--- src/shared/timer_regs_pkg.sv ---
// register map and timing constants of the general and free-running timers
// Behaviour
// Writing run-enable one starts the general timer; clearing it halts the timer.
// A one-to-zero change of run-enable forces the preload field to all ones.
// Software writes a sixteen-bit preload in config low bits; timer loads it.
// Read-only count register shows present timer count low; upper bits read zero.
// The general timer raises an event at intervals set by its configuration.
// After reset run-enable reads zero; preload and present count read all ones.
// Thirty-two-bit free-running counter increments every system clock; read only.
// On reset the free-running counter starts counting from zero.
// At maximum value the free-running counter wraps to zero and keeps counting.
// Sixteen-bit bus: first half read captures count; second returns matching half.
// After reset the free-running counter reaches zero within 160 ns.
// The free-running counter keeps counting in every power-management state.
// Running timer counts down per tick from preload; past zero, event and reload.
package timer_regs_pkg;
  localparam logic [7:0] OFS_CONFIG = 8'h8c;
  localparam logic [7:0] OFS_COUNT = 8'h90;
  localparam logic [7:0] OFS_FREE = 8'h9c;
  localparam int EN_BIT = 29;
  localparam int EN_BIT_HIGH_HALF = EN_BIT - 16;
  localparam int LOAD_W = 16;
  localparam logic [15:0] PRELOAD_RESET = 16'hffff;
  localparam logic [15:0] COUNT_RESET = 16'hffff;
  localparam logic [31:0] FREE_RESET = 32'h0000_0000;
  localparam int CLK_PERIOD_NS = 50;
  localparam int TICK_NS = 1000;
  localparam logic [15:0] TICK_CYCLES = 16'(TICK_NS / CLK_PERIOD_NS);
  localparam int FREE_CLEAR_NS = 160;
  localparam int FREE_CLEAR_CYCLES = (FREE_CLEAR_NS / CLK_PERIOD_NS < 1) ? 1 : FREE_CLEAR_NS / CLK_PERIOD_NS;
endpackage : timer_regs_pkg
--- src/design/free_run_counter.sv ---
// free-running thirty-two-bit cycle counter
`timescale 1ns/10ps
module free_run_counter (
  input wire logic mclk_in,
  input wire logic reset_n_in,
  output logic [31:0] count_out
);
  import timer_regs_pkg::*;

  typedef struct packed {
    logic [31:0] count;
  } free_state_t;

  free_state_t st;
  free_state_t next_st;

  // no power-state gating at all, counts in every state
  always_comb begin
    next_st = st;
    next_st.count = st.count + 32'h0000_0001;
  end

  always_ff @(posedge mclk_in or negedge reset_n_in) begin
    if (!reset_n_in) begin
      st <= '{count: FREE_RESET};
    end else begin
      st <= next_st;
    end
  end

  assign count_out = st.count;

  // helper: cycles since reset release, saturating
  logic [3:0] since_reset;
  always_ff @(posedge mclk_in or negedge reset_n_in) begin
    if (!reset_n_in) begin
      since_reset <= 4'h0;
    end else if (since_reset != 4'hf) begin
      since_reset <= since_reset + 4'h1;
    end
  end

  a_free_step: assert property (@(posedge mclk_in) disable iff (!reset_n_in)
    since_reset != 4'h0 |-> count_out == $past(count_out) + 32'h0000_0001)
    else $error("free counter did not advance by one");
  a_free_zero_start: assert property (@(posedge mclk_in) disable iff (!reset_n_in)
    since_reset <= 4'(FREE_CLEAR_CYCLES) |-> count_out == {28'h000_0000, since_reset})
    else $error("free counter not started from zero after reset");
  c_free_wrap: cover property (@(posedge mclk_in) disable iff (!reset_n_in)
    count_out == 32'hffff_ffff ##1 count_out == 32'h0000_0000);
endmodule : free_run_counter

--- src/design/gp_timer_block.sv ---
// general purpose timer and free-running counter behind the sram-like host port
`timescale 1ns/10ps
module gp_timer_block #(
  parameter logic [15:0] TICK_DIV = timer_regs_pkg::TICK_CYCLES
) (
  input wire logic mclk_in,
  input wire logic reset_n_in,
  input wire logic cs_n_in,
  input wire logic rd_n_in,
  input wire logic wr_n_in,
  input wire logic [6:0] host_addr_in,
  input wire logic [31:0] host_data_in,
  input wire logic bus16_mode_in,
  output logic [31:0] host_data_out,
  output logic host_data_oe_out,
  output logic timer_event_out
);
  import timer_regs_pkg::*;

  // host_addr_in carries address bits 7..1; bit 0 of it is a1
  typedef struct packed {
    logic [2:0] ctl_s1;
    logic [2:0] ctl_s2;
    logic [2:0] ctl_s3;
    logic [6:0] a_s1;
    logic [6:0] a_s2;
    logic [6:0] a_s3;
    logic [31:0] d_s1;
    logic [31:0] d_s2;
    logic [31:0] d_s3;
    logic mode_s1;
    logic mode_s2;
    logic run;
    logic [15:0] preload;
    logic [15:0] count;
    logic [15:0] presc;
    logic event_p;
    logic [31:0] rdata;
    logic oe;
    logic [31:0] snap;
    logic snap_held;
  } state_t;

  localparam state_t RESET_ST = '{
    ctl_s1: 3'h7, ctl_s2: 3'h7, ctl_s3: 3'h7,
    a_s1: 7'h00, a_s2: 7'h00, a_s3: 7'h00,
    d_s1: 32'h0000_0000, d_s2: 32'h0000_0000, d_s3: 32'h0000_0000,
    mode_s1: 1'b0, mode_s2: 1'b0,
    run: 1'b0,
    preload: PRELOAD_RESET,
    count: COUNT_RESET,
    presc: 16'h0000,
    event_p: 1'b0,
    rdata: 32'h0000_0000,
    oe: 1'b0,
    snap: 32'h0000_0000,
    snap_held: 1'b0
  };

  state_t st;
  state_t next_st;
  logic [31:0] free_count;

  free_run_counter u_free (
    .mclk_in(mclk_in),
    .reset_n_in(reset_n_in),
    .count_out(free_count)
  );

  logic rd_act2;
  logic rd_act3;
  logic wr_act2;
  logic wr_act3;
  logic rd_start;
  logic wr_end;
  logic tick;
  logic [7:0] rd_word;
  logic [7:0] wr_word;
  logic mode16;

  always_comb begin
    logic [31:0] full;
    logic new_run;
    logic [15:0] new_load;
    full = 32'h0000_0000;
    new_run = st.run;
    new_load = st.preload;
    next_st = st;
    // pin synchronisers: cs, rd, wr, address, data, bus16 mode
    next_st.ctl_s1 = {cs_n_in, rd_n_in, wr_n_in};
    next_st.ctl_s2 = st.ctl_s1;
    next_st.ctl_s3 = st.ctl_s2;
    next_st.a_s1 = host_addr_in;
    next_st.a_s2 = st.a_s1;
    next_st.a_s3 = st.a_s2;
    next_st.d_s1 = host_data_in;
    next_st.d_s2 = st.d_s1;
    next_st.d_s3 = st.d_s2;
    next_st.mode_s1 = bus16_mode_in;
    next_st.mode_s2 = st.mode_s1;
    next_st.event_p = 1'b0;

    rd_act2 = !st.ctl_s2[2] && !st.ctl_s2[1];
    rd_act3 = !st.ctl_s3[2] && !st.ctl_s3[1];
    wr_act2 = !st.ctl_s2[2] && !st.ctl_s2[0];
    wr_act3 = !st.ctl_s3[2] && !st.ctl_s3[0];
    rd_start = rd_act2 && !rd_act3;
    wr_end = wr_act3 && !wr_act2;
    rd_word = {st.a_s2[6:1], 2'b00};
    wr_word = {st.a_s3[6:1], 2'b00};
    mode16 = st.mode_s2;
    next_st.oe = rd_act2;

    // general timer countdown
    tick = st.run && (st.presc == TICK_DIV - 16'h0001);
    if (st.run) begin
      next_st.presc = tick ? 16'h0000 : st.presc + 16'h0001;
      if (tick) begin
        if (st.count == 16'h0000) begin
          next_st.count = st.preload;
          next_st.event_p = 1'b1;
        end else begin
          next_st.count = st.count - 16'h0001;
        end
      end
    end

    // host read
    if (rd_start) begin
      case (rd_word)
        OFS_CONFIG: full = {2'b00, st.run, 13'h0000, st.preload};
        OFS_COUNT: full = {16'h0000, st.count};
        OFS_FREE: full = free_count;
        default: full = 32'h0000_0000;
      endcase
      if (mode16 && rd_word == OFS_FREE) begin
        if (st.snap_held) begin
          full = st.snap;
          next_st.snap_held = 1'b0;
        end else begin
          next_st.snap = free_count;
          next_st.snap_held = 1'b1;
        end
      end
      if (mode16) begin
        next_st.rdata = {16'h0000, st.a_s2[0] ? full[31:16] : full[15:0]};
      end else begin
        next_st.rdata = full;
      end
    end

    // host write to config
    if (wr_end && wr_word == OFS_CONFIG) begin
      if (!mode16) begin
        new_run = st.d_s3[EN_BIT];
        new_load = st.d_s3[LOAD_W-1:0];
      end else if (st.a_s3[0]) begin
        new_run = st.d_s3[EN_BIT_HIGH_HALF];
      end else begin
        new_load = st.d_s3[LOAD_W-1:0];
      end
      next_st.run = new_run;
      next_st.preload = new_load;
      if (new_run && !st.run) begin
        next_st.count = new_load;
        next_st.presc = 16'h0000;
      end
      if (!new_run && st.run) begin
        next_st.preload = PRELOAD_RESET;
      end
    end
  end

  always_ff @(posedge mclk_in or negedge reset_n_in) begin
    if (!reset_n_in) begin
      st <= RESET_ST;
    end else begin
      st <= next_st;
    end
  end

  assign host_data_out = st.rdata;
  assign host_data_oe_out = st.oe;
  assign timer_event_out = st.event_p;

  a_stop_preset: assert property (@(posedge mclk_in) disable iff (!reset_n_in)
    $fell(st.run) |-> st.preload == PRELOAD_RESET)
    else $error("preload not forced to all ones on stop");
  a_start_loads: assert property (@(posedge mclk_in) disable iff (!reset_n_in)
    $rose(st.run) |-> st.count == st.preload && st.presc == 16'h0000)
    else $error("count not loaded from preload on start");
  a_halted_hold: assert property (@(posedge mclk_in) disable iff (!reset_n_in)
    !st.run ##1 !st.run |-> $stable(st.count) && !timer_event_out)
    else $error("halted timer changed its count");
  a_tick_down: assert property (@(posedge mclk_in) disable iff (!reset_n_in)
    tick && st.count != 16'h0000 && !wr_end |=> st.count == $past(st.count) - 16'h0001)
    else $error("timer did not count down on tick");
  a_zero_reload: assert property (@(posedge mclk_in) disable iff (!reset_n_in)
    tick && st.count == 16'h0000 && !wr_end |=> timer_event_out && st.count == $past(st.preload))
    else $error("timer did not reload and flag at zero");
  a_event_cause: assert property (@(posedge mclk_in) disable iff (!reset_n_in)
    timer_event_out |-> $past(tick) && $past(st.count) == 16'h0000)
    else $error("timer event without expiry");
  a_count_read: assert property (@(posedge mclk_in) disable iff (!reset_n_in)
    rd_start && !mode16 && rd_word == OFS_COUNT |=> host_data_out == {16'h0000, $past(st.count)})
    else $error("count register read wrong value");
  a_half_match: assert property (@(posedge mclk_in) disable iff (!reset_n_in)
    rd_start && mode16 && rd_word == OFS_FREE && st.snap_held |=>
      host_data_out[15:0] == ($past(st.a_s2[0]) ? $past(st.snap[31:16]) : $past(st.snap[15:0])))
    else $error("second half read does not match captured count");
  a_oe_follows: assert property (@(posedge mclk_in) disable iff (!reset_n_in)
    rd_start |=> host_data_oe_out)
    else $error("data not driven during read");
  c_timer_event: cover property (@(posedge mclk_in) disable iff (!reset_n_in) timer_event_out);
  c_stop: cover property (@(posedge mclk_in) disable iff (!reset_n_in) $fell(st.run));
  c_half_pair: cover property (@(posedge mclk_in) disable iff (!reset_n_in)
    rd_start && mode16 && rd_word == OFS_FREE && st.snap_held);
endmodule : gp_timer_block

--- config.mk ---
export PLATFORM = sky130hd
export DESIGN_NAME = gp_timer_block
export DESIGN_NICKNAME = d
export VERILOG_FILES = /design/src/shared/timer_regs_pkg.sv /design/src/design/free_run_counter.sv /design/src/design/gp_timer_block.sv
export SDC_FILE = /design/constraint.sdc
export NUM_CORES = 1
export LEC_CHECK = 0
export CELL_PAD_IN_SITES_DETAIL_PLACEMENT = 2
export CELL_PAD_IN_SITES_GLOBAL_PLACEMENT = 2
export CORE_ASPECT_RATIO = 1.25
export CORE_UTILIZATION = 43
export CTS_CLUSTER_DIAMETER = 100
export DETAILED_ROUTE_END_ITERATION = 6
export DONT_BUFFER_PORTS = 1
export GPL_TIMING_DRIVEN = 0
export PLACE_DENSITY = 0.87
export SLEW_MARGIN = 15
export SYNTH_ARGS = -nofsm -noshare
export SYNTH_HDL_FRONTEND = slang
export SYNTH_HIERARCHICAL = 1
export SYNTH_SLANG_ARGS = --single-unit
--- constraint.sdc ---
create_clock -name mclk_in -period 2.3 [get_ports mclk_in]
set_clock_uncertainty 0.2 [all_clocks]
set_input_delay 0.46 -clock mclk_in [delete_from_list [all_inputs] [get_ports mclk_in]]
set_output_delay 0.46 -clock mclk_in [all_outputs]
set_load 0.1 [all_outputs]
Word-level counts from Yosys, hierarchy flattened --
Index checks and enable logic that the tools add are counted.
Word-level totals: flip-flop bits (word level) 270, word-level logic and storage cells 74
Cells by class: $add $sub $neg 3, eq/ne operators 5, muxes and demuxes 20, bitwise operators 1, reductions and logical operators 24
Operator list (count):
- $mux 32 | 5
- $mux 16 | 7
- $pmux 32 s3 | 1
- $mux 33 | 1
- $add 32x1->32 const B | 1
- $eq 6x6->1 const B | 4
- $add 16x1->16 const B | 1
- $eq 16x5->1 const B | 1
- $logic_not 16->1 | 1
- $sub 16x1->16 const B | 1
- $logic_and 1x1->1 | 11
- $logic_not 1->1 | 10
- $mux 1 | 6
- $reduce_and 3->1 | 1
- $reduce_and 2->1 | 1
- $not 1->1 | 1

Longest topological paths before layout --
Gate-level depths: netlist of run 1.
word-level depth 9, depth in mapped cells 8, depth with buffers taken out 7

Cells and area by module --
The synthesis of run 1 kept the hierarchy.
By module, submodules not included:
- gp_timer_block | times used 1, cells each 706, area an instance 8599.5 µm²
- free_run_counter | times used 1, cells each 127, area an instance 1478.9 µm²

Least setup slack after synthesis of run 1 --
OpenSTA, ideal clock, no wires.
path kind reg2reg, start point reg st, in the netlist next_st[218], end point reg st[10] (netlist bit), setup time 125 ps, arrival 1753 ps, required time 1975 ps, slack 222 ps, cell stages (with the launch flop) 8, cells stage by stage dfrtp_1 -> or2b_1 -> buf_6 -> nor2_4 -> nand2_1 -> nor3_4 -> buf_6 -> mux2_2
On the way: cells in the longest elaborated chain, start to end 3
RTL lines:
- from (decl) | RTL line gp_timer_block.sv:60 | state_t st;
- from (signal assigned) | RTL line gp_timer_block.sv:178 | st <= next_st;
- $eq 6x6->1 | RTL line gp_timer_block.sv:136 | if (mode16 && rd_word == OFS_FREE) begin
- $logic_and 1x1->1 | RTL line gp_timer_block.sv:136
- $reduce_and 3->1 (no source line)
No other way between the ends. A chain may end at the register's enable or synchronous reset.

==> results_dict.tcl, run 1 <==
set metrics [dict create \
    status "finished with violations" \
    failed_checks "DRC, hold timing, setup timing" \
    num_vias 7932 \
    tightest_slew_ns 0.992 \
    cts_tree "done" \
    worst_setup_path_end_kind "flop" \
    pin_count 79 \
    dr.pass1.iters 7 \
    hold_path_class "input port to async pin" \
    yosys_register_bits 231 \
    critPathKind "flop to flop" \
    clk_pin_slew_worst_paths_ns 0.09 \
    fin_crit_ns 2.53 \
    hold_viol_final 231 \
    yosys.cell_count.top_type "dfrtp_1" \
    max_clock_freq_mhz 395 \
    io_buffer_count 0 \
    post-route-period-util_pct 110 \
    synthCells 833 \
    drt-initial-drc-count 579 \
    syn_to_final_growth_pct 26.0 \
    leakage_nw 5.63 \
    htreeDepth 1 \
    cts_buffer_depth 3 \
    max_stage_delay_ns 0.56 \
    rrSetupSlack_ns -0.23 \
    rsz0062_at_grt "yes" \
    synth_warnings 6 \
    grt_first_pass_wirelength_um 52600 \
    netlist_area_um2 10100 \
    hold_buffers 28 \
    drv_cap 0 \
    ir_drop_v 0.000733 \
    dp_slack_ns -0.338 \
    syn_nets 882 \
    crit_buf_inv 2 \
    crit_chain "inv_4, ha_4, nor4b_4, and4_1, buf_6, or3_1, a21oi_1, or3_1" \
    gr-usage-all-layers_pct 28.5 \
    postLayoutCoreUtil_pct 55.3 \
    fp.dieH_um 173 \
    setup_ws_ns -0.230 \
    syn_avg_cell_area_um2 12.1 \
    p_per_area_nw_per_um2 821 \
    timing.hold.ws_ns -0.606 \
    synth-edff-count 0 \
    layout.cells.non_filler 1247 \
    ys.flop_type "dfrtp_1" \
    yosys-top-cells-count "190 x dfrtp_1, 47 x nor2_1, 46 x nand2_1, 41 x dfstp_2, 32 x buf_4" \
    viasPerCell 6.36 \
    setup_viol 56 \
    dp.cells 1121 \
    wl_per_cell_um 31.4 \
    crit_top_cell "or3_1" \
    num-nets-final 990 \
    r2r-end "st[91]" \
    rr_startpoint "st[83]" \
    grt_start_max_net_pins 232 \
    grt_overflow_total 0 \
    drv_slew 0 \
    gp_congestion 0.812 \
    cp_max_fo 7 \
    start_util_pct 43.9 \
    core_um2 23000 \
    antenna_left 0 \
    cp.required_ns 2.55 \
    cts_buffers 24 \
    route.detailed.drc 7 \
    synth.area.top_cells "dfrtp_1 47%, dfstp_2 11%, mux2_2 3.4%" \
    fp.dieArea_um2 24100 \
    grt_antenna_before_repair 0 \
    die_x_um 139 \
    cts_root_buf "clkbuf_16" \
    clock_sinks 231 \
    cp-start-kind "flop" \
    arrival_ns 2.78 \
    yosysTopAreaCell "dfrtp_1" \
    crit_family "simple AND/OR/NAND/NOR gates" \
    synth.distinct_cells 71 \
    grt_pass1_vias 8617 \
    ys_seq_area_share_pct 57.9 \
    relSlewSlack_pct 33.4 \
    wirelength_um 39100 \
    async_flop_share_pct 100 \
    insertion_delay_ns 0.55 \
    rr_worst_depth 8 \
    antenna_cells 0 \
    layout-drive-gt1-share_pct 36.4 \
    critPathSlowestCell "nor4b_4" \
    yosys.area.top_type_share_pct 47.2 \
    hpwl_um 19000 \
    rows 62 \
]
## metal layers
metal	part of all wire, %	global-route usage [%]	routed length (um)	up-vias
met5	0	0	0	-
met1	36	31.0	14100	4196
met4	6.3	17.3	2470	0
met3	4.0	3.38	1580	154
li1	-	-	-	3225
met2	54	52.9	21000	357
## area by class of cell
type	count	area, um2
Fill cell	2110	10300
Clock inverter	10	178
Timing Repair Buffer	82	723
Inverter	29	114
Buffer	70	532
Tap cell	288	360
Sequential cell	231	5850
Multi-Input combinational cell	503	4220
Clock buffer	34	719
## where the power goes
group | switching, mW | total [mW] | internal (mW)
clock network | 1.77 | 4.51 | 2.74
logic | 0.932 | 1.41 | 0.482
registers | 0.218 | 4.51 | 4.29
## cell families (layout without fill, tap and decap cells)
group,count (synthesis),after routing,synth area share (%)
and+or+nand+nor,239,240,14.4
DFF,231,231,57.9
AOI/OAI and AO/OA,162,162,12.1
buffers and inverters,100,225,5.66
muxes,52,52,5.57
xor gates and xnor gates,45,45,3.91
adders and majority gates,4,4,0.497
## metrics by stage
stage	setup TNS (ns)	area (um2)	power [mW]
6_report	-2.95	12700	10.4
2_1_floorplan	0	10100	5.33
3_3_place_gp	-6.62	10400	5.49
4_1_cts	-0.0713	12000	10.1
3_5_place_dp	-12.45	10400	5.53
5_1_grt	-5.49	12700	10.7
## state kept, by name, summed over array words and instances (netlist names)
name and cells:
host_data_oe_out 1, host_data_out 32, mode16 1, next_st 55
st 109, timer_event_out 1, u_free/count_out 32
## what timing repair did
action                                  CTS  global route
resized for setup                        53           104
gates cloned                              1             1
endpoints found under the setup margin   97           102
pin swaps                                 8            24
buffers inserted                         22            31
endpoints found under the hold margin   259           231
## placed cells by master, fill, tap and decap left out, types with 10 or more instances in the layout
master and count:
a221o_1 15, a21oi_1 14, buf_4 84, xnor2_1 18, o21ai_0 24, mux2i_1 19, buf_6 16, dfrtp_2 17
nand4_1 10, dfstp_2 41, nand2_1 42, nor2_1 46, mux2_2 30, xor2_1 27, clkbuf_16 25, dfrtp_1 173
nor3_1 20, a22oi_1 15, a221oi_2 13, inv_1 27, nand3_1 21, o22a_1 16, dlygate4sd3_1 28
## worst max path at each step
stage	cells after the start	endpoint	start	slack (ns)
CTS	7	st[93]	st[83]	-0.03
global placement	5	st[94]	mode16	-0.31
global route	8	st[91]	st[83]	-0.24
finish	8	st[91]	st[83]	-0.23
floorplan	7	st[10]	next_st[218]	0.22
detailed placement	5	st[93]	mode16	-0.34
(Power assumes the default switching activity.)
==> run 2: changes to the inputs <==
- CORE_ASPECT_RATIO: 1.25 -> 0.9
==> run 2 against run 1 <==
The flow finishes with violations (hold timing, setup timing). Critical path depth down 2. Sequential cell count unchanged. Total power down 1.7%. Worst hold slack better by 0.0060 ns. Sequential share of layout area up 0.34 points. Register-to-register slack worse by 0.03 ns. Final area down 0.85%. Global-route usage up 3.9 points. Fmax down 1.2%. Utilization up 0.15 points. Critical path type unchanged.
==> results_dict.tcl, run 2 (synthesis results as in run 1) <==
set metrics [dict create \
    rrSetupSlack_ns -0.26 \
    ir_drop_v 0.000802 \
    hpwl_um 19200 \
    max_stage_delay_ns 0.46 \
    timing.hold.ws_ns -0.600 \
    clk_pin_slew_worst_paths_ns 0.07 \
    insertion_delay_ns 0.55 \
    fp.dieH_um 147 \
    max_clock_freq_mhz 391 \
    drv_slew 0 \
    cp-start-kind "flop" \
    hold_viol_final 231 \
    core_um2 22700 \
    htreeDepth 1 \
    setup_viol 80 \
    rr_worst_depth 6 \
    gr-usage-all-layers_pct 32.4 \
    grt_first_pass_wirelength_um 57400 \
    post-route-period-util_pct 111 \
    syn_to_final_growth_pct 24.9 \
    drv_cap 0 \
    critPathKind "flop to flop" \
    arrival_ns 2.81 \
    layout_commonest_cell "dfrtp_1" \
    tightest_slew_ns 0.889 \
    setup_ws_ns -0.261 \
    p_per_area_nw_per_um2 814 \
    hold_buffers 28 \
    register_area_um2 5850 \
    drt-initial-drc-count 1132 \
    io_buffer_count 0 \
    num_vias 8409 \
    grt_antenna_before_repair 2 \
    r2r-end "u_free/count_out[26]" \
    wirelength_um 44800 \
    postLayoutCoreUtil_pct 55.4 \
    clock_sinks 231 \
    n_fill_cell 2086 \
    crit_chain "ha_2, nand3_1, or3_1, buf_2, nor4_1, xor2_1" \
    worst_setup_path_end_kind "flop" \
    grt_overflow_total 0 \
    rows 52 \
    fp.dieArea_um2 24100 \
    critPathSlowestCell "dfrtp_1" \
    dr.pass1.iters 6 \
    cts_root_buf "clkbuf_16" \
    num-nets-final 997 \
    start_util_pct 44.4 \
    fin_area_um2 12600 \
    final_cell_mix "178 x dfrtp_1, 94 x buf_4, 45 x nor2_1" \
    die_x_um 163 \
    antenna_left 0 \
    place_area_um2 10500 \
    route.detailed.drc 0 \
    fin_crit_ns 2.56 \
    wl_per_cell_um 35.4 \
    pin_count 79 \
    cts_buffer_depth 3 \
    hold_path_class "input port to async pin" \
    status "finished with violations" \
    dp.cells 1130 \
    failed_checks "hold timing, setup timing" \
    leakage_nw 5.60 \
    grt_pass1_vias 8770 \
    multiInputGateArea_um2 4160 \
    viasPerCell 6.65 \
    gp_congestion 0.859 \
    cts_tree "done" \
    relSlewSlack_pct 40.8 \
    rsz0062_at_grt "yes" \
    largest_register "st" \
    rr_startpoint "u_free/count_out[1]" \
    grt_start_max_net_pins 232 \
    cp.required_ns 2.55 \
    cts_buffers 25 \
    layout.cells.non_filler 1264 \
    layout-drive-gt1-share_pct 35.6 \
    largest_reg_flops 109 \
    antenna_cells 0 \
    cp_max_fo 10 \
]
run 2: repair_timing:
action | in CTS | in global routing
buffers inserted | 30 | 28
pin swaps | 12 | 13
gates cloned | 2 | 1
endpoints found under the setup margin | 104 | 101
hold endpoints to repair | 259 | 231
resized for setup | 66 | 78
run 2: how the worst max path moves through the flow:
stage | cells past startpoint | slack, ns | end | from
detailed placement | 5 | -0.49 | st[93] | mode16
CTS | 8 | 0.0004 | st[17] | next_st[218]
global placement | 5 | -0.42 | st[94] | mode16
global route | 9 | -0.26 | host_data_out[7] | next_st[217]
floorplan | 7 | 0.22 | st[10] | next_st[218]
finish | 6 | -0.26 | u_free/count_out[26] | u_free/count_out[1]
run 2: layout make-up:
class,instances,share of cell area (%)
plain buffers,70,4.29
flip-flops and latches,231,46.4
inverters,29,0.884
repair buffers,88,5.96
clock buffers,38,5.67
well taps,297,2.95
multi-input cells,503,33.0
clock inverters,8,0.795
run 2: metal layers:
metal	global-route usage [%]	wire length [um]	part of all wire (%)	vias to the layer above
met5	0	0	0	-
met4	12.7	2290	5.1	0
met3	4.80	3240	7.2	183
met2	54.4	22200	50	566
met1	42.0	17000	38	4418
li1	-	-	-	3242
run 2: critical path, delay by kind of cell (launching register included):
| family | cells | cell delay, ns |
|---|---|---|
| flops | 1 | 0.46 |
| buf+inv | 1 | 0.28 |
| xor+xnor | 1 | 0.20 |
| simple gates | 3 | 0.97 |
| fa+ha+maj | 1 | 0.33 |
run 2: report_power, final:
part / internal, mW / switching, mW
clock network: 2.38 / 1.87
logic: 0.518 / 0.985
registers: 4.29 / 0.221
run 2: through the flow:
stage	hold slack (ns)	setup TNS (ns)	power [mW]	worst slack [ns]
floorplan	-0.0356	0	5.33	0.222
global route	-0.612	-8.08	10.4	-0.257
global placement	-0.0271	-8.23	5.49	-0.416
finish	-0.600	-5.44	10.3	-0.261
CTS	-0.587	0	9.81	0.000370
detailed placement	-0.0289	-16.28	5.55	-0.486
